## config.mk

```make
export PLATFORM = sky130hd
export DESIGN_NAME = line_state_detector
export DESIGN_NICKNAME = d
export VERILOG_FILES = /design/src/logic/lsd_pkg.sv /design/src/logic/lsd_cmp_if.sv /design/src/logic/lsd_phase_cmp.sv /design/src/logic/line_state_detector.sv
export SDC_FILE = /design/constraint.sdc
export NUM_CORES = 1
export LEC_CHECK = 0
export ABC_AREA = 1
export ABC_CLOCK_PERIOD_IN_PS = 2400
export BUFFER_PORTS_ARGS = -buffer_cell sky130_fd_sc_hd__buf_2
export CAP_MARGIN = 15
export CORE_UTILIZATION = 40
export CTS_CLUSTER_SIZE = 16
export DETAILED_ROUTE_END_ITERATION = 8
export PLACE_DENSITY = 0.71
export SYNTH_ARGS = -nofsm -noshare
export SYNTH_HDL_FRONTEND = slang
export SYNTH_SLANG_ARGS = --single-unit
```

## constraint.sdc

```tcl
create_clock -name CLOCK -period 2.4 [get_ports CLOCK]
set_clock_uncertainty 0.15 [all_clocks]
set_input_delay 0.72 -clock CLOCK [delete_from_list [all_inputs] [get_ports CLOCK]]
set_output_delay 0.72 -clock CLOCK [all_outputs]
set_load 0.1 [all_outputs]
```

## src/logic/lsd_pkg.sv

```systemverilog
// line state detector shared constants and types
// assumes one 250 MHz clock and an APB register bus

package lsd_pkg;

  // apb map, byte addresses
  localparam logic [7:0] CTRL_OFF = 8'h00;
  localparam logic [7:0] THRESH_OFF = 8'h04;
  localparam logic [7:0] STATUS_OFF = 8'h08;
  localparam logic [7:0] EVENT_OFF = 8'h0C;
  localparam logic [7:0] MASK_OFF = 8'h10;
  localparam logic [7:0] LIVE_OFF = 8'h14;

  // control fields
  localparam int CTRL_ON_BIT = 0;
  localparam logic CTRL_ON_RESET = 1'b1;

  // threshold fields, percent of rated value
  localparam int VTH_LSB = 0;
  localparam int ITH_LSB = 8;
  localparam logic [7:0] VTH_RESET = 8'h3C;
  localparam logic [7:0] ITH_RESET = 8'h0A;
  localparam logic [7:0] VTH_MIN = 8'h0A;
  localparam logic [7:0] VTH_MAX = 8'h64;
  localparam logic [7:0] ITH_MIN = 8'h08;
  localparam logic [7:0] ITH_MAX = 8'h64;

  // status and event bit positions
  localparam int ST_VHIGH_LSB = 0;
  localparam int ST_IHIGH_LSB = 3;
  localparam int ST_DEAD_BIT = 6;
  localparam int ST_LIVE_BIT = 7;
  localparam int ST_LIVE_QUAL_BIT = 8;
  localparam int EV_WIDTH = 4;
  localparam logic [EV_WIDTH-1:0] EV_RESET = 4'h0;

  // live qualification time
  localparam int CLK_MHZ = 250;
  localparam int LIVE_QUAL_MS = 200;
  localparam int LIVE_QUAL_CYC = LIVE_QUAL_MS * 1000 * CLK_MHZ;
  localparam int CNT_W = 26;

  localparam int MAG_W = 8;

  typedef enum logic [1:0] {LSD_OFF, LSD_NEUTRAL, LSD_DEAD, LSD_LIVE} lsd_state_t;

endpackage

```

## src/logic/lsd_cmp_if.sv

```systemverilog
// comparator bundle between detector top and phase comparator
// assumes the producer is on the same clock

`timescale 1ns/100ps

interface lsd_cmp_if;
  logic [3*lsd_pkg::MAG_W-1:0] volt;
  logic [3*lsd_pkg::MAG_W-1:0] curr;
  logic [lsd_pkg::MAG_W-1:0] vth;
  logic [lsd_pkg::MAG_W-1:0] ith;
  logic [2:0] v_high;
  logic [2:0] i_high;
  logic [2:0] v_low;
  logic [2:0] i_low;
  modport top (output volt, curr, vth, ith, input v_high, i_high, v_low, i_low);
  modport cmp (input volt, curr, vth, ith, output v_high, i_high, v_low, i_low);
endinterface

```

## src/logic/lsd_phase_cmp.sv

```systemverilog
// per-phase magnitude comparators, purely combinational
// assumes magnitudes in percent of rated value

`timescale 1ns/100ps

module lsd_phase_cmp (
  lsd_cmp_if.cmp c
);

  genvar g;
  generate
    for (g = 0; g < 3; g++) begin : g_ph
      assign c.v_high[g] = c.volt[g*lsd_pkg::MAG_W +: lsd_pkg::MAG_W] > c.vth;
      assign c.v_low[g] = c.volt[g*lsd_pkg::MAG_W +: lsd_pkg::MAG_W] < c.vth;
      assign c.i_high[g] = c.curr[g*lsd_pkg::MAG_W +: lsd_pkg::MAG_W] > c.ith;
      // current below limit, equal is not below
      assign c.i_low[g] = c.curr[g*lsd_pkg::MAG_W +: lsd_pkg::MAG_W] < c.ith;
    end
  endgenerate

endmodule

```

## src/logic/line_state_detector.sv

```systemverilog
// line state detector top: flags, dead/live decision, apb registers
// assumes magnitudes arrive synchronous to CLOCK from the front end
//
// Chosen here: register access over APB and the register addresses.

`timescale 1ns/100ps

module line_state_detector (
  // clock and reset
  input wire logic CLOCK,
  input wire logic RSTN,
  input wire logic CE,
  // measurement inputs
  input wire logic [7:0] PHASE1_VOLTAGE,
  input wire logic [7:0] PHASE2_VOLTAGE,
  input wire logic [7:0] PHASE3_VOLTAGE,
  input wire logic [7:0] PHASE1_CURRENT,
  input wire logic [7:0] PHASE2_CURRENT,
  input wire logic [7:0] PHASE3_CURRENT,
  input wire logic DETECTOR_BLOCK_IN,
  // apb slave
  input wire logic PSEL,
  input wire logic PENABLE,
  input wire logic PWRITE,
  input wire logic [7:0] PADDR,
  input wire logic [31:0] PWDATA,
  output logic [31:0] PRDATA,
  output logic PREADY,
  output logic PSLVERR,
  // line state outputs
  output logic PHASE1_VOLTAGE_HIGH,
  output logic PHASE2_VOLTAGE_HIGH,
  output logic PHASE3_VOLTAGE_HIGH,
  output logic PHASE1_CURRENT_HIGH,
  output logic PHASE2_CURRENT_HIGH,
  output logic PHASE3_CURRENT_HIGH,
  output logic LINE_DEAD_OUT,
  output logic LINE_LIVE_OUT,
  output logic LINE_LIVE_QUALIFIED,
  output logic IRQ
);

  ////////////////////////////////////////////////////////////////////////////

  typedef struct packed {
    logic on;
    logic [7:0] vth;
    logic [7:0] ith;
    logic [2:0] v_high;
    logic [2:0] i_high;
    lsd_pkg::lsd_state_t state;
    logic [lsd_pkg::CNT_W-1:0] live_cnt;
    logic live_qual;
    logic [lsd_pkg::EV_WIDTH-1:0] events;
    logic [lsd_pkg::EV_WIDTH-1:0] mask;
    logic [31:0] rdata;
  } lsd_regs_t;

  lsd_regs_t r;
  lsd_regs_t next_r;

  lsd_cmp_if cmp_bus ();

  assign cmp_bus.volt = {PHASE3_VOLTAGE, PHASE2_VOLTAGE, PHASE1_VOLTAGE};
  assign cmp_bus.curr = {PHASE3_CURRENT, PHASE2_CURRENT, PHASE1_CURRENT};
  assign cmp_bus.vth = r.vth;
  assign cmp_bus.ith = r.ith;

  lsd_phase_cmp u_cmp (
    .c(cmp_bus.cmp)
  );

  ////////////////////////////////////////////////////////////////////////////

  function automatic logic [7:0] clip_pct(input logic [7:0] v, input logic [7:0] lo,
                                          input logic [7:0] hi);
    clip_pct = (v < lo) ? lo : ((v > hi) ? hi : v);
  endfunction

  logic enabled;
  logic dead_cond;
  logic live_cond;
  logic apb_wr;
  logic apb_rd;
  logic apb_setup_rd;
  logic addr_ok;
  logic [3:0] new_ev;
  lsd_pkg::lsd_state_t new_state;

  assign enabled = r.on && !DETECTOR_BLOCK_IN;
  assign dead_cond = &cmp_bus.v_low && &cmp_bus.i_low;
  assign live_cond = &cmp_bus.v_high;

  assign apb_wr = PSEL && PENABLE && PWRITE;
  assign apb_rd = PSEL && PENABLE && !PWRITE;
  assign apb_setup_rd = PSEL && !PENABLE && !PWRITE;
  assign addr_ok = (PADDR == lsd_pkg::CTRL_OFF) || (PADDR == lsd_pkg::THRESH_OFF) ||
    (PADDR == lsd_pkg::STATUS_OFF) || (PADDR == lsd_pkg::EVENT_OFF) ||
    (PADDR == lsd_pkg::MASK_OFF) || (PADDR == lsd_pkg::LIVE_OFF);

  always_comb begin
    next_r = r;
    new_ev = 4'h0;
    if (!enabled) begin
      new_state = lsd_pkg::LSD_OFF;
    end else if (dead_cond) begin
      new_state = lsd_pkg::LSD_DEAD;
    end else if (live_cond) begin
      new_state = lsd_pkg::LSD_LIVE;
    end else begin
      new_state = lsd_pkg::LSD_NEUTRAL;
    end
    next_r.v_high = enabled ? cmp_bus.v_high : 3'h0;
    next_r.i_high = enabled ? cmp_bus.i_high : 3'h0;
    next_r.state = new_state;
    if (new_state == lsd_pkg::LSD_LIVE) begin
      if (r.live_cnt < lsd_pkg::CNT_W'(lsd_pkg::LIVE_QUAL_CYC - 1)) begin
        next_r.live_cnt = r.live_cnt + 1'b1;
      end else begin
        next_r.live_qual = 1'b1;
      end
    end else begin
      next_r.live_cnt = '0;
      next_r.live_qual = 1'b0;
    end
    // state change events: entered dead, entered live, qualified live, left live
    new_ev[0] = (new_state == lsd_pkg::LSD_DEAD) && (r.state != lsd_pkg::LSD_DEAD);
    new_ev[1] = (new_state == lsd_pkg::LSD_LIVE) && (r.state != lsd_pkg::LSD_LIVE);
    new_ev[2] = next_r.live_qual && !r.live_qual;
    new_ev[3] = (new_state != lsd_pkg::LSD_LIVE) && (r.state == lsd_pkg::LSD_LIVE);
    next_r.rdata = 32'h0;
    if (apb_wr) begin
      unique case (PADDR)
        lsd_pkg::CTRL_OFF: begin
          next_r.on = PWDATA[lsd_pkg::CTRL_ON_BIT];
        end
        lsd_pkg::THRESH_OFF: begin
          next_r.vth = clip_pct(PWDATA[lsd_pkg::VTH_LSB +: 8], lsd_pkg::VTH_MIN,
                                lsd_pkg::VTH_MAX);
          next_r.ith = clip_pct(PWDATA[lsd_pkg::ITH_LSB +: 8], lsd_pkg::ITH_MIN,
                                lsd_pkg::ITH_MAX);
        end
        lsd_pkg::MASK_OFF: begin
          next_r.mask = PWDATA[lsd_pkg::EV_WIDTH-1:0];
        end
        default: begin
        end
      endcase
    end
    // read clears only the bits already shown in read data; a new event wins
    if (apb_rd && PADDR == lsd_pkg::EVENT_OFF) begin
      next_r.events = (r.events & ~r.rdata[lsd_pkg::EV_WIDTH-1:0]) | new_ev;
    end else begin
      next_r.events = r.events | new_ev;
    end
    // load in the setup cycle so data stands through the zero-wait access phase
    if (apb_setup_rd) begin
      unique case (PADDR)
        lsd_pkg::CTRL_OFF: next_r.rdata = {31'h0, r.on};
        lsd_pkg::THRESH_OFF: next_r.rdata = {16'h0, r.ith, r.vth};
        lsd_pkg::STATUS_OFF: next_r.rdata = {23'h0, r.live_qual,
          r.state == lsd_pkg::LSD_LIVE, r.state == lsd_pkg::LSD_DEAD, r.i_high, r.v_high};
        lsd_pkg::EVENT_OFF: next_r.rdata = {28'h0, r.events};
        lsd_pkg::MASK_OFF: next_r.rdata = {28'h0, r.mask};
        lsd_pkg::LIVE_OFF: next_r.rdata = {6'h0, r.live_cnt};
        default: next_r.rdata = 32'h0;
      endcase
    end
  end

  ////////////////////////////////////////////////////////////////////////////

  always_ff @(posedge CLOCK) begin
    if (!RSTN) begin
      r.on <= lsd_pkg::CTRL_ON_RESET;
      r.vth <= lsd_pkg::VTH_RESET;
      r.ith <= lsd_pkg::ITH_RESET;
      r.v_high <= 3'h0;
      r.i_high <= 3'h0;
      r.state <= lsd_pkg::LSD_OFF;
      r.live_cnt <= '0;
      r.live_qual <= 1'b0;
      r.events <= lsd_pkg::EV_RESET;
      r.mask <= lsd_pkg::EV_RESET;
      r.rdata <= 32'h0;
    end else if (CE) begin
      r <= next_r;
    end
  end

  ////////////////////////////////////////////////////////////////////////////

  // read data is registered in the setup cycle, so the access phase is one cycle
  assign PRDATA = r.rdata;
  assign PREADY = 1'b1;
  assign PSLVERR = PSEL && PENABLE && !addr_ok;
  assign PHASE1_VOLTAGE_HIGH = r.v_high[0];
  assign PHASE2_VOLTAGE_HIGH = r.v_high[1];
  assign PHASE3_VOLTAGE_HIGH = r.v_high[2];
  assign PHASE1_CURRENT_HIGH = r.i_high[0];
  assign PHASE2_CURRENT_HIGH = r.i_high[1];
  assign PHASE3_CURRENT_HIGH = r.i_high[2];
  assign LINE_DEAD_OUT = r.state == lsd_pkg::LSD_DEAD;
  assign LINE_LIVE_OUT = r.state == lsd_pkg::LSD_LIVE;
  assign LINE_LIVE_QUALIFIED = r.live_qual;
  assign IRQ = |(r.events & r.mask);

  ////////////////////////////////////////////////////////////////////////////

  dead_needs_all_a: assert property (@(posedge CLOCK) disable iff (!RSTN)
    CE && enabled && !(&cmp_bus.v_low && &cmp_bus.i_low) |=> !LINE_DEAD_OUT)
    else $error("dead asserted without all phases low");

  live_follows_a: assert property (@(posedge CLOCK) disable iff (!RSTN)
    CE && enabled && live_cond |=> LINE_LIVE_OUT)
    else $error("live missing with all voltages high");

  vflag_track_a: assert property (@(posedge CLOCK) disable iff (!RSTN)
    CE && enabled |=> PHASE1_VOLTAGE_HIGH == $past(cmp_bus.v_high[0]))
    else $error("phase voltage flag wrong");

  iflag_track_a: assert property (@(posedge CLOCK) disable iff (!RSTN)
    CE && enabled |=> PHASE3_CURRENT_HIGH == $past(cmp_bus.i_high[2]))
    else $error("phase current flag wrong");

  dead_live_excl_a: assert property (@(posedge CLOCK) disable iff (!RSTN)
    !(LINE_DEAD_OUT && LINE_LIVE_OUT))
    else $error("dead and live both high");

  block_quiet_a: assert property (@(posedge CLOCK) disable iff (!RSTN)
    CE && !enabled |=> !LINE_DEAD_OUT && !LINE_LIVE_OUT && !PHASE2_VOLTAGE_HIGH
      && !PHASE2_CURRENT_HIGH)
    else $error("outputs active while disabled");

  neutral_low_a: assert property (@(posedge CLOCK) disable iff (!RSTN)
    CE && enabled && !dead_cond && !live_cond |=> !LINE_DEAD_OUT && !LINE_LIVE_OUT)
    else $error("indication high with no condition");

  qual_needs_live_a: assert property (@(posedge CLOCK) disable iff (!RSTN)
    LINE_LIVE_QUALIFIED |-> LINE_LIVE_OUT && r.live_cnt == lsd_pkg::CNT_W'(
      lsd_pkg::LIVE_QUAL_CYC - 1))
    else $error("qualified live without full persistence");

  thr_range_a: assert property (@(posedge CLOCK) disable iff (!RSTN)
    r.vth >= lsd_pkg::VTH_MIN && r.vth <= lsd_pkg::VTH_MAX && r.ith >= lsd_pkg::ITH_MIN)
    else $error("threshold out of range");

endmodule

```

* Yosys cells after proc, flatten, opt, wreduce, memory -nomap -nowiden
Index checks and enable logic that the tools add are counted.
** Word-level totals
- Register bits after elaboration :: 92
- Input bits :: 95
- Output and inout bits :: 44
- Word-level logic and storage cells :: 94
** Cells by class
- Add/sub/neg operators :: 1
- Magnitude comparators :: 17
- Equality and inequality tests :: 13
- Muxes and demuxes :: 15
- Bitwise gates (word level) :: 5
- Reductions and logical operators :: 32
** Operator list (number)
- 26-bit case mux with 6 select lines :: 1
- 26-bit two-way mux :: 2
- 8-bit > comparator :: 6
- 8-bit less-than comparator :: 6
- 8-bit two-way mux :: 4
- 27-bit two-way mux :: 1
- 26-bit by 1-bit adder with 26-bit output, second input constant :: 1
- 26-bit less-than comparator, second input constant :: 1
- 3-bit AND reduction :: 6
- 8-bit by 4-bit equality test with 1-bit output, second input constant :: 2
- 8-bit by 5-bit equality test with 1-bit output, second input constant :: 2
- 8-bit by 7-bit > comparator with 1-bit output, second input constant :: 2
- 8-bit by 4-bit less-than comparator with 1-bit output, second input constant :: 2
- 1-bit logical AND :: 13
- 4-bit bitwise AND :: 2
- 2-bit equality test, second input constant :: 4
- 8-bit by 3-bit equality test with 1-bit output, second input constant :: 1
- 8-bit logical NOT :: 1
- 4-bit bitwise OR :: 2
- 2-bit two-way mux :: 3
- 3-bit two-way mux :: 2
- 2-bit inequality test, second input constant :: 3
- 1-bit logical NOT :: 5
- 1-bit logical OR :: 5
- 6 further kinds :: 6

* Depth between registers and ports, before layout
- Depth in word-level cells :: 10
- Gate-level depth with buffers :: 17
- Depth with buffers taken out :: 17

* Cells and area by module
Synthesis repeated with hierarchy kept, for this count alone.
** Unflattened totals
- Cell total of the unflattened synthesis :: 996
- Area, all modules :: 6244.7 um2
** Modules (own cells, without submodules)
- line_state_detector :: times used 1, cells each 796, area an instance 4991.0 um2, seq. area each 1721.7 um2
- lsd_phase_cmp :: times used 1, cells each 200, area an instance 1253.7 um2, seq. area each 0.0 um2

* Least setup slack after synthesis
Ideal clock, no wire load.
- Path kind :: input -> output
- Start :: input port PADDR[6]
- End :: output port PSLVERR
- Data arrival time :: 2263 ps
- Required time :: 1530 ps
- Setup slack :: -733 ps
- Cell stages on the path :: 6
- Buffers on the path :: 0
- Cells stage by stage :: inv_1 nand3_1 nor2_1 nand2_1 a21oi_1 nor2_1
** Between the ends
- Cells in the longest elaborated chain, start to end :: 8
- Elaborated cells on any way between the ends :: 13
- Those cells by class :: 5 x eq/ne; 8 x reduce/logical
** Ends and longest elaborated chain
- from (decl) :: RTL line line_state_detector.sv:25 : input wire logic [7:0] PADDR,
- 8-bit by 3-bit equality test with 1-bit output or 8-bit logical NOT (tied branches) :: RTL line line_state_detector.sv:97 : assign addr_ok = (PADDR == lsd_pkg::CTRL_OFF) || (PADDR == lsd_pkg::THRESH_OFF) ||
- 1-bit logical OR (2 in series) :: RTL line line_state_detector.sv:97
- 1-bit logical OR (2 in series) :: RTL line line_state_detector.sv:98 : (PADDR == lsd_pkg::STATUS_OFF) || (PADDR == lsd_pkg::EVENT_OFF) ||
- 1-bit logical OR (*) :: RTL line line_state_detector.sv:99 : (PADDR == lsd_pkg::MASK_OFF) || (PADDR == lsd_pkg::LIVE_OFF);
- 1-bit logical NOT (*) :: RTL line line_state_detector.sv:196 : assign PSLVERR = PSEL && PENABLE && !addr_ok;
- 1-bit logical AND (*) :: RTL line line_state_detector.sv:196
- to (decl) :: RTL line line_state_detector.sv:29 : output logic PSLVERR,
Mark *: on every way between the ends. The rest lies on a longest branch, timed or not.

* Worst setup path in the final report
Same ends and word-level chain as after synthesis.

==> impl_metrics.toml <==
[timing]
finalCritPeriodShare_pct = 99.7
relSlewSlack_pct = 64.2
period_needed_ns = 2.39
layout_setup_ws_ns = 0.00631
finalHoldViolations = 0
max_freq_ghz = 0.418
setup_viol = 0
rsz0062_at_grt = "true"
hold_ws_ns = 0.313
slew_violations = 0
worst_pin_slew_ns = 0.537

[clocking]
cts_tree = "built"
worstSkewPairLatency_ns = 0.35
path_clk_slew_ns = 0.07
cts_root_buf = "clkbuf_16"
clkSinkCount = 86
cts-hold-fix-buffers = 0
numCtsBuffers = 9
cts_max_path_buffers = 2
h-tree-depth = 3

[pwr]
p_clk_share_pct = 45.7
comb_power_share_pct = 13.2
vdd_drop_max_uv = 319
internal-power_mw = 2.64
p_sw_share_pct = 25.3
seqPwrFrac_pct = 41.1
p_switching_uw = 894
p_leak_nw = 3.39
power_density_mw_per_mm2 = 485

[yosys]
postSynthAreaPerCell_um2 = 6.46
async_flop_share_pct = 0
ys.flop_type = "dfxtp_1"
yosys_warnings = 0
synth_top_area_share_pct = 28.6
synth-seq-cells = 86
netlist_top_cells_count = "nand2_1, inv_1, a21oi_1"
syn-cell-area_mm2 = 0.00603
seq_area_frac_synth_pct = 28.6
yosysTopAreaCell = "dfxtp_1"
synth_most_common_cell = "nand2_1"
synth.distinct_cells = 40
synth-edff-count = 0
yosys-top-cells-area = "dfxtp_1, nand2_1, ha_1"
syn_inst = 934

[min_path]
hold_class = "flop to flop"

[global_route]
track_usage_pct = 22.5
grt_overflow = 0
grt_pass1_wl_um = 28200
grt_start_max_net_pins = 48
grt_pass1_vias = 5864
antenna_found_initial = 0

[placement]
numPortBuffers = 115
dp.cells = 1217
place_congestion = 0.889
dp_slack_ns = -0.287
dp_hpwl_um = 13000

[run_status]
status = "complete, but fails checks"
violations = "design-rule violations"

[layout]
drive_gt1_share_pct = 19.6
diodes = 0
nNetsFinal = 1193
fill_cells = 1531
instances_no_fill = 1237
area_growth_pct = 20.6

[detailed_routing]
drc_errors = 22
routed_wl_um = 16900
ant_nets = 0
drt_first_pass_iters = 7
via_per_inst = 5.07
wire_per_inst_um = 13.7
drt_iter0_drc = 418
via_count = 6277

[setup_path]
critPathKind = "input port to output port"
cp_data_arrival_time_ns = 1.52
end_kind = "output port"
crit_fanout = 2
cp-start-kind = "input port"
worstPathRequired_ns = 1.53

[die]
fp.dieW_um = 125
fp.dieH_um = 125
rows = 44
dieArea_mm2 = 0.0156
io-pin-count = 139
start_util_pct = 41.2
core-area_mm2 = 0.0146

[job]
drv_cap = 0
==> logic make-up (layout without fill, tap and decap cells) <==
| group | count (synthesis) | after routing | synth area share (%) |
|---|---|---|---|
| flip-flops | 86 | 86 | 28.6 |
| adder cells (fa/ha/maj) | 49 | 49 | 10.2 |
| XOR/XNOR | 13 | 13 | 1.89 |
| AO/OA/AOI/OAI | 162 | 162 | 14.6 |
| buffers and inverters | 185 | 299 | 14.0 |
| other | 2 | 7 | 0.125 |
| AND/OR/NAND/NOR | 437 | 437 | 30.7 |
==> per-stage QoR <==
| stage | util (%) | power, mW | setup TNS [ns] | area [µm²] |
|---|---|---|---|---|
| global placement | 46.8 | 1.93 | -5.49 | 6850 |
| finish | 49.7 | 3.53 | 0 | 7270 |
| global route | 49.7 | 3.66 | -0.0245 | 7270 |
| floorplan | - | 1.77 | -0.0101 | 6060 |
| detailed placement | 46.8 | 1.93 | -6.58 | 6850 |
| CTS | 49.6 | 3.54 | -0.0111 | 7260 |
==> routing by layer <==
| metal | up-vias | global-route usage (%) | part of all wire (%) |
|---|---|---|---|
| met5 | - | 0 | 0 |
| met4 | 0 | 7.92 | 2.3 |
| met3 | 33 | 3.82 | 5.9 |
| met2 | 201 | 36.8 | 45 |
| met1 | 2801 | 29.6 | 47 |
| li1 | 3242 | - | - |
==> placed cells by master (no fill, tap or decap), drive strengths merged, types with 2 or more instances in the layout <==
cell type,instances
inv,123
xor2,12
ha,49
o21ai,37
nand2,253
a21oi,97
nor2,91
dfxtp,86
buf,161
nand4,28
nor3,16
nor4,2
bufinv,3
o211ai,4
conb,7
o22ai,6
a211oi,2
clkbuf,11
a31oi,3
o221ai,3
a22oi,2
nand3,46
a21o,2
==> worst max-delay path, stage by stage <==
cell and delay, ns:
buf_6 0.10, inv_4 0.04, nand3_2 0.07, nor2_2 0.10, nand2_1 0.07, a21oi_2 0.20
nor2_4 0.06, buf_12 0.16
==> power by group through the flow <==
stage | sequential [mW] | combinational, mW | clock [mW]
finish | 1.45 | 0.467 | 1.61
global route | 1.45 | 0.515 | 1.69
CTS | 1.45 | 0.463 | 1.63
detailed placement | 1.48 | 0.452 | 0
global placement | 1.48 | 0.445 | 0
floorplan | 1.52 | 0.257 | 0
==> what timing repair did <==
action | CTS | global route
resized for setup | 11 | 5
hold endpoints to repair | 0 | 0
pin swaps | 5 | 5
buffers inserted | 4 | 1
setup endpoints to repair | 1 | 27
==> layout make-up <==
type / count / area [µm²] / share of cell area [%]
multi-input cells: 668 / 3510 / 48.2
flip-flops and latches: 86 / 1720 / 23.7
repair buffers: 161 / 1010 / 13.9
inverters: 123 / 464 / 6.38
clock buffers: 11 / 243 / 3.34
well taps: 184 / 230 / 3.17
clock inverters: 4 / 95.1 / 1.31
==> sequential cells by signal, indices dropped and copies added (netlist names), 8 cells and up <==
signal	cells
PRDATA	26
r	37
cmp_bus.ith	8
cmp_bus.vth	8
==> final timing paths <==
| check | start | depth (start not counted) | slack (ns) | end |
|---|---|---|---|---|
| worst max-delay path | PADDR[6] | 8 | 0.006 | PSLVERR |
| worst min register to register | PRDATA[4]$_SDFFE_PN0P_ | 2 | 0.31 | PRDATA[4]$_SDFFE_PN0P_ |
| worst max register to register | cmp_bus.vth[5]$_SDFFE_PN1P_ | 11 | 0.24 | r[38]$_SDFFE_PN0P_ |
| worst min-delay path | PRDATA[4]$_SDFFE_PN0P_ | 2 | 0.31 | PRDATA[4]$_SDFFE_PN0P_ |
No activity file was read; power rests on OpenSTA's default activity.
